### config.mk
export PLATFORM = sky130hd
export DESIGN_NAME = erpc_capture
export DESIGN_NICKNAME = d
export VERILOG_FILES = /design/src/erpc_pkg.sv /design/src/erpc_capture.sv
export SDC_FILE = /design/constraint.sdc
export NUM_CORES = 1
export LEC_CHECK = 0
export BUFFER_PORTS_ARGS = -buffer_cell sky130_fd_sc_hd__buf_4
export CORE_UTILIZATION = 25
export CTS_BUF_LIST = sky130_fd_sc_hd__clkbuf_4
export CTS_CLUSTER_SIZE = 40
export DETAILED_ROUTE_END_ITERATION = 16
export SLEW_MARGIN = 5
export SYNTH_ARGS = -nofsm -noshare
export SYNTH_HDL_FRONTEND = slang
export SYNTH_SLANG_ARGS = --single-unit
### constraint.sdc
create_clock -name clk_sys -period 3.47 [get_ports clk_sys]
set_clock_uncertainty 0.15 [all_clocks]
set_input_delay 0.1735 -clock clk_sys [delete_from_list [all_inputs] [get_ports clk_sys]]
set_output_delay 0.1735 -clock clk_sys [all_outputs]
set_load 0.01 [all_outputs]
### src/erpc_pkg.sv
// Purpose: Shared constants for the exception return address capture unit
// Assumes: 32-bit instruction addresses, 16-bit instruction width
// Notes: Cause field layout of the floating-point status/control word
package erpc_pkg;
   localparam int ADDR_W = 32;
   localparam int CAUSE_W = 6;
   localparam int FSCR_W = 32;
   // Cause field position inside the float status/control word
   localparam int CAUSE_LSB = 12;
   // Single shared event code used for every floating-point exception
   localparam logic [11:0] FPU_EVT_CODE = 12'h120;
   localparam logic [11:0] NO_EVT_CODE = 12'h000;
   localparam logic [ADDR_W-1:0] PC_RESET = 32'h0000_0000;
   localparam logic [FSCR_W-1:0] FSCR_RESET = 32'h0000_0000;
   // Exception class encodings
   localparam logic CLASS_REEXEC = 1'b0;
   localparam logic CLASS_COMPLETE = 1'b1;
endpackage : erpc_pkg

### src/erpc_capture.sv
// Purpose: Choose and hold the saved return address on an accepted event
// Assumes: Pipeline presents class, slot flags and addresses with accept
// Notes: Also merges floating-point causes into one shared event code
`timescale 1ns/1ns
`default_nettype none

module erpc_capture #(
   parameter int ADDR_W = erpc_pkg::ADDR_W,
   parameter int CAUSE_W = erpc_pkg::CAUSE_W
) (
   // Clock and reset
   input wire logic clk_sys,
   input wire logic rst_n,
   // Event acceptance from the pipeline
   input wire logic evt_accept,
   input wire logic evt_class,
   input wire logic evt_is_irq,
   input wire logic in_delay_slot,
   input wire logic in_delayed_branch,
   input wire logic [ADDR_W-1:0] pc_current,
   input wire logic [ADDR_W-1:0] pc_next,
   input wire logic [ADDR_W-1:0] pc_target,
   // Floating-point exception report
   input wire logic fpu_exc,
   input wire logic [CAUSE_W-1:0] fpu_cause,
   // Results
   output logic [ADDR_W-1:0] saved_return_pc,
   output logic saved_valid,
   output logic fpu_evt,
   output logic [11:0] evt_code,
   output logic [erpc_pkg::FSCR_W-1:0] float_status_control_reg
);

   ////////////////////////////////////////////////////////////////////////////
   // Elaboration checks

   // Refuse widths that the capture register or the cause field cannot serve.
   // Any address width of at least one bit is fine; the reset address is sized to it on purpose.
   generate
      if (ADDR_W < 1) begin : g_bad_addr_w
         $error("erpc_capture: address width must be at least one bit");
      end
      if (CAUSE_W < 1) begin : g_bad_cause_w
         $error("erpc_capture: cause width must be at least one bit");
      end
      if (erpc_pkg::CAUSE_LSB + CAUSE_W > erpc_pkg::FSCR_W) begin : g_bad_cause_pos
         $error("erpc_capture: cause field runs past the status word");
      end
   endgenerate

   ////////////////////////////////////////////////////////////////////////////
   // Types

   // Capture state; HELD once any event has been taken since reset
   typedef enum logic [1:0] {
      ERPC_IDLE = 2'h1,
      ERPC_HELD = 2'h2
   } erpc_state_e;

   // Source of the saved address; one-hot so only one leg can ever win
   typedef enum logic [2:0] {
      ERPC_SRC_CUR = 3'h1,
      ERPC_SRC_NEXT = 3'h2,
      ERPC_SRC_TGT = 3'h4
   } erpc_src_e;

   ////////////////////////////////////////////////////////////////////////////
   // Declarations

   // Event decode
   logic take_complete; // Completion-type exception or any interrupt
   logic take_target; // Completion exception raised by a delayed branch
   logic take_slot; // Re-execution exception raised in a delay slot
   erpc_src_e src_sel;
   logic [ADDR_W-1:0] pc_pick;

   // Capture group
   erpc_state_e state_q, state_d;
   logic [ADDR_W-1:0] pc_q, pc_d;
   logic valid_q, valid_d;

   // Float reporting group
   logic fpu_evt_q, fpu_evt_d;
   logic [11:0] code_q, code_d;
   logic [erpc_pkg::FSCR_W-1:0] fscr_q, fscr_d;
   logic [erpc_pkg::FSCR_W-1:0] cause_mask;
   logic [erpc_pkg::FSCR_W-1:0] cause_word;

   ////////////////////////////////////////////////////////////////////////////
   // Event classification

   // Interrupts count as completion events but never resume at a target.
   // A delay-slot fault keeps its own address so the slot runs again even
   // when the branch before it was not taken.
   // take_slot only names the delay-slot leg; it resolves to the same source.
   always_comb begin
      take_complete = evt_is_irq || (evt_class == erpc_pkg::CLASS_COMPLETE);
      take_target = take_complete && !evt_is_irq && in_delayed_branch;
      take_slot = !take_complete && in_delay_slot;
      src_sel = ERPC_SRC_CUR;
      if (take_target) begin
         src_sel = ERPC_SRC_TGT; // Branch destination, not the next address
      end else if (take_complete) begin
         src_sel = ERPC_SRC_NEXT; // Resume after the event
      end else if (take_slot) begin
         src_sel = ERPC_SRC_CUR; // Slot address, taken or not
      end else begin
         src_sel = ERPC_SRC_CUR; // Faulting instruction runs again
      end
   end

   // Address mux steered by the one-hot source select
   always_comb begin
      pc_pick = pc_current;
      if (src_sel == ERPC_SRC_TGT) begin
         pc_pick = pc_target;
      end else if (src_sel == ERPC_SRC_NEXT) begin
         pc_pick = pc_next;
      end else begin
         pc_pick = pc_current;
      end
   end

   ////////////////////////////////////////////////////////////////////////////
   // Return address capture

   // Next values of the capture group. Accept may come on back-to-back
   // cycles; each one overwrites the held address, so the handler always
   // sees the newest event.
   always_comb begin
      state_d = state_q;
      pc_d = pc_q;
      valid_d = valid_q;
      case (state_q)
         ERPC_IDLE: begin
            if (evt_accept) begin
               pc_d = pc_pick;
               valid_d = 1'b1;
               state_d = ERPC_HELD;
            end
         end
         ERPC_HELD: begin
            if (evt_accept) begin
               pc_d = pc_pick;
            end
         end
         default: begin
            // Stray code: fall back to idle with nothing held
            state_d = ERPC_IDLE;
            valid_d = 1'b0;
         end
      endcase
   end

   // Capture registers
   always_ff @(posedge clk_sys or negedge rst_n) begin
      if (!rst_n) begin
         state_q <= ERPC_IDLE;
         pc_q <= ADDR_W'(erpc_pkg::PC_RESET);
         valid_q <= 1'b0;
      end else begin
         state_q <= state_d;
         pc_q <= pc_d;
         valid_q <= valid_d;
      end
   end

   ////////////////////////////////////////////////////////////////////////////
   // Float exception reporting

   // Place the cause bits in their field of the status word, bit by bit
   for (genvar b = 0; b < erpc_pkg::FSCR_W; b++) begin : g_fscr_bit
      if (b >= erpc_pkg::CAUSE_LSB && b < erpc_pkg::CAUSE_LSB + CAUSE_W) begin : g_cause
         assign cause_mask[b] = 1'b1;
         assign cause_word[b] = fpu_cause[b - erpc_pkg::CAUSE_LSB];
      end else begin : g_other
         assign cause_mask[b] = 1'b0;
         assign cause_word[b] = 1'b0;
      end
   end

   // Every float cause raises the same event; software reads the status
   // word to tell them apart. Bits outside the cause field are left alone.
   // Back-to-back reports keep the event pulse high for each of them.
   always_comb begin
      fpu_evt_d = 1'b0;
      code_d = code_q;
      fscr_d = fscr_q;
      if (fpu_exc) begin
         fpu_evt_d = 1'b1; // One-cycle pulse per report
         code_d = erpc_pkg::FPU_EVT_CODE; // Same code for every cause
         fscr_d = (fscr_q & ~cause_mask) | cause_word;
      end
   end

   // Float reporting registers
   always_ff @(posedge clk_sys or negedge rst_n) begin
      if (!rst_n) begin
         fpu_evt_q <= 1'b0;
         code_q <= erpc_pkg::NO_EVT_CODE;
         fscr_q <= erpc_pkg::FSCR_RESET;
      end else begin
         fpu_evt_q <= fpu_evt_d;
         code_q <= code_d;
         fscr_q <= fscr_d;
      end
   end

   ////////////////////////////////////////////////////////////////////////////
   // Outputs straight from flip-flops

   // saved_valid stays high from the first capture until the next reset
   assign saved_return_pc = pc_q;
   assign saved_valid = valid_q;
   assign fpu_evt = fpu_evt_q;
   assign evt_code = code_q;
   assign float_status_control_reg = fscr_q;

endmodule : erpc_capture
`default_nettype wire

== Word-level counts from Yosys, hierarchy flattened ==
Cells that the tools add are included.
W data, S select, Z words.
Cells by class
  eq/ne operators: 5
  muxes and demuxes: 9
  bitwise logic cells: 2
  reductions and logical operators: 7
Operators with widths (number)
  $mux W32: 2
  $or A32 B18 Y32: 1
  $mux W2: 2
  $pmux W2 S2: 1
  $reduce_and A2 Y1: 2
  $eq A3 B2 Y1 const B: 1
  $eq A3 B3 Y1 const B: 1
  $mux W3: 1
  $eq A2 B1 Y1 const B: 1
  $eq A2 B2 Y1 const B: 1
  $logic_and A1 B1 Y1: 2
  $mux W1: 2
  $ne A2 B2 Y1 const B: 1
  $pmux W1 S2: 1
  $reduce_or A2 Y1: 1
  $logic_not A1 Y1: 1
  $logic_or A1 B1 Y1: 1
  $not A1 Y1: 1
Storage, ports and cells
  flip-flop bits (word level): 69
  input port bits: 110
  output and inout port bits: 78
  word-level logic and storage cells: 29

== Depth between registers and ports, before layout ==
  depth after elaboration: 7
  depth in mapped cells: 7
  mapped depth without buffers: 5

== Worst setup path after synthesis ==
OpenSTA, ideal clock, no wires.
  path type: register -> register
  from: register state_q[1]
  to: register pc_q[10] (netlist: saved_return_pc[10])
  library setup time: 73 ps
  arrival time: 1473 ps
  data required time: 3247 ps
  setup slack: 1774 ps
  stages on the path, launching flop included: 8
  buffers on the path: 2
  clock period less this slack: 1696 ps
  cell sequence: dfrtp_1 inv_1 ha_1 and2b_1 buf_4 buf_4 o221ai_1 a2bb2oi_2
Between the ends
  longest elaborated chain between the ends: 3
  elaborated cells on any way between the ends: 4
  those cells by class: eq/ne (2); reduce/logical (2)
RTL lines
  from (decl): RTL line erpc_capture.sv:78  | erpc_state_e state_q, state_d;
  from (signal assigned): RTL line erpc_capture.sv:162  | state_q <= state_d;
  $eq A2 B2 Y1 or $eq A2 B1 Y1 (tied branches): RTL line erpc_capture.sv:134  | case (state_q)
  $reduce_or A2 Y1 (no source line) (*)
  $reduce_and A2 Y1 (no source line) (*)
  to (signal assigned): RTL line erpc_capture.sv:159  | pc_q <= ADDR_W'(erpc_pkg::PC_RESET);
  to (signal assigned): RTL line erpc_capture.sv:163  | pc_q <= pc_d;
  to (decl): RTL line erpc_capture.sv:79  | logic [ADDR_W-1:0] pc_q, pc_d;
Every way passes the cells marked *; elsewhere a longest branch is shown, timed or not.
A chain may end at the register's enable or synchronous reset.

== Final worst setup path ==
  from: register state_q[0]
  to: register pc_q[13] (netlist: saved_return_pc[13])
The elaborated chain is that of the path after synthesis.

==> impl_metrics.env <==
export IMPL_htreeDepth=2
export IMPL_cp_max_fo=18
export IMPL_post_dp_hpwl_mm=5.37
export IMPL_cp_top_family="buffers and inverters"
export IMPL_preCtsSetupSlack_ns=1.26
export IMPL_nets=531
export IMPL_port_buffers=150
export IMPL_cp_arrival_ns=2.97
export IMPL_drc=0
export IMPL_antenna_found_initial=0
export IMPL_worst_slack_ns=0.660
export IMPL_synth_distinct_cells=26
export IMPL_clkTransAtPathRegs_ns=0.14
export IMPL_dr_pass1_iters=4
export IMPL_ys_warn_count=0
export IMPL_p_leak_uw=0.00192
export IMPL_ys_ff_latch=42
export IMPL_fp_coreArea_um2=10300
export IMPL_max_freq_ghz=0.356
export IMPL_finalSetupTns_ns=0
export IMPL_start_kind="flop"
export IMPL_core_rowCount=37
export IMPL_numCtsBuffers=5
export IMPL_crit_buf_inv=2
export IMPL_clockBufferDepth=2
export IMPL_num_io_pins=188
export IMPL_period_minus_slack_ns=2.81
export IMPL_slowest_delay_ns=0.65
export IMPL_n_antenna_cell=0
export IMPL_drive_above_1_share_pct=48.6
export IMPL_place_area_um2=3680
export IMPL_path_class="flop to flop"
export IMPL_slew_viol_final=0
export IMPL_area_delta_synth_final_pct=62.0
export IMPL_end_kind="flop"
export IMPL_synth_edf_count=0
export IMPL_finalHoldViolCount=0
export IMPL_setup_violations=0
export IMPL_synth_avg_cell_area_um2=11.6
export IMPL_max_cap_violations=0
export IMPL_wl_per_cell_um=14.6
export IMPL_gp_congestion=0.720
export IMPL_ys_seq_area_share_pct=39.7
export IMPL_grt_pass1_wl_mm=13.0
export IMPL_cts_tree="yes"
export IMPL_crit_chain="ha_1, and3b_1, buf_4, a21oi_1, a2bb2oi_1, dlygate4sd3_1"
export IMPL_cts_num_sinks=42
export IMPL_status="finished clean"
export IMPL_yosys_area_top_type="dfrtp_1"
export IMPL_cts_setup_buffers=0
export IMPL_post_route_period_util_pct=81.0
export IMPL_clk_latency_ns=0.36
export IMPL_routed_wl_mm=8.12
export IMPL_die_h_um=105
export IMPL_tightest_slew_ns=0.698
export IMPL_rsz0062_at_grt="no"
export IMPL_ir_drop_v=0.000152
export IMPL_grt_start_max_net_pins=44
export IMPL_async_flop_share_pct=100
export IMPL_critical_path_slowest_cell="and3b_1"
export IMPL_power_density_nw_per_um2=322
export IMPL_initial_core_util_pct=25.7
export IMPL_largest_reg_flops=32
export IMPL_synth_ff_type="dfrtp_1"
export IMPL_final_area_um2=4300
export IMPL_total_power_uw=1380
export IMPL_required_ns=3.63
export IMPL_dieArea_um2=11000
export IMPL_via_count=2527
export IMPL_grt_overflow_total=0
export IMPL_grt_use_total_pct=14.8
export IMPL_cts_resized=0
export IMPL_hold_class="input pin to flop"
export IMPL_yosysTopAreaCellShare_pct=38.7
export IMPL_root_buffer="clkbuf_4"
export IMPL_dr_first_iter_drc_count=57
export IMPL_n_fill_cell=973
export IMPL_die_w_um=105
export IMPL_slew_headroom_pct=53.3
export IMPL_ys_top_cells_by_area="dfrtp_1 39%, a2bb2oi_2 17%, buf_4 12%"
export IMPL_detail_route_antenna_nets=0
export IMPL_yosysMostFrequentCell="buf_4"
export IMPL_ys_top_cells_by_count="42 x buf_4, 41 x dfrtp_1, 33 x a21oi_1, 30 x a2bb2oi_2, 22 x o221ai_1"
export IMPL_viasPerCell=4.54
export IMPL_grt_pass1_vias=2636
export IMPL_postSynthCellCount=229
export IMPL_syn_area_um2=2650
-- cell families (layout without fill, tap and decap cells) --
group / count (synthesis) / in the layout / synth area share [%]
AOI/OAI and AO/OA: 99 / 99 / 35.1
adders and majority gates: 2 / 2 / 0.943
buffers and inverters: 62 / 218 / 16.6
DFF: 42 / 42 / 39.7
muxes: 6 / 6 / 2.55
other: 1 / 36 / 0.141
and+or+nand+nor: 17 / 17 / 4.95
-- cell type report --
type / instances / area, um^2 / share of cell area (%)
well taps: 136 / 170 / 3.96
repair buffers: 208 / 1700 / 39.5
flip-flops and latches: 42 / 1050 / 24.5
multi-input cells: 160 / 1290 / 30.0
clock buffers: 5 / 37.5 / 0.873
clock inverters: 3 / 45.0 / 1.05
inverters: 2 / 7.51 / 0.175
-- worst reg2reg max path, delay by kind of cell, from the launching register on --
kind	cells	cell delay, ns
buffers and inverters	2	0.93
AND/OR/NAND/NOR	1	0.65
flip-flops	1	0.57
adder cells (fa/ha/maj)	1	0.24
AO/OA/AOI/OAI	2	0.23
-- through the flow --
step / instances / hold WS (ns) / util, %
after floorplan: 264 / -0.272 / -
after global placement: 494 / 0.0569 / 35.6
after detailed placement: 494 / 0.0611 / 35.6
after CTS: 556 / 0.00103 / 41.7
after global routing: 556 / 0.00472 / 41.7
final: 556 / 0.0192 / 41.7
-- what timing repair did --
action	CTS	global route
endpoints found under the setup margin	0	0
hold endpoints to repair	83	0
hold buffers	54	0
-- cell usage in the layout (no fill, tap or decap) --
cell and count:
buf_4 154, dlygate4sd3_1 54, dfrtp_1 41, conb_1 36, a21oi_1 33, a2bb2oi_2 30, o221ai_1 22, nand3b_1 9
o211ai_1 9, mux2_2 6, clkbuf_4 5, inv_1 2, nand2b_1 2, a2bb2oi_1 2, ha_1 2, clkinvlp_4 2
nor2b_4 1, and2b_1 1, o21ai_4 1, nand2_4 1, o221ai_2 1, and3b_1 1, nor2_1 1, a21o_1 1
or2_2 1, bufinv_16 1, dfstp_2 1
-- per-layer routing --
| layer | share of wire [%] | routed length, um | track usage, % | vias up |
|---|---|---|---|---|
| li1 | - | - | - | 1180 |
| met1 | 43 | 3480 | 17.7 | 1231 |
| met2 | 52 | 4180 | 26.9 | 110 |
| met3 | 4.8 | 391 | 2.99 | 6 |
| met4 | 0.75 | 61 | 3.62 | 0 |
| met5 | 0 | 0 | 0 | - |
-- final timing paths --
kind,startpoint,slack (ns),endpoint,depth (start not counted)
max,state_q[0],0.66,saved_return_pc[13],6
min,pc_current[23],0.02,saved_return_pc[23],3
max reg2reg,state_q[0],0.66,saved_return_pc[13],6
min reg2reg,evt_code[5],0.37,evt_code[5],1
max in group asynchronous,rst_n,2.59,saved_return_pc[28],2
min in group asynchronous,rst_n,0.18,float_status_control_reg[16],2
-- power breakdown --
| part | internal, uW | switching (uW) | leakage [uW] |
|---|---|---|---|
| combinational | 282 | 204 | 0.00141 |
| sequential | 541 | 30.2 | 0.000478 |
| clock | 151 | 174 | 0.0000374 |
| total | 975 | 408 | 0.00192 |
Power figures use the tool's default switching activity.
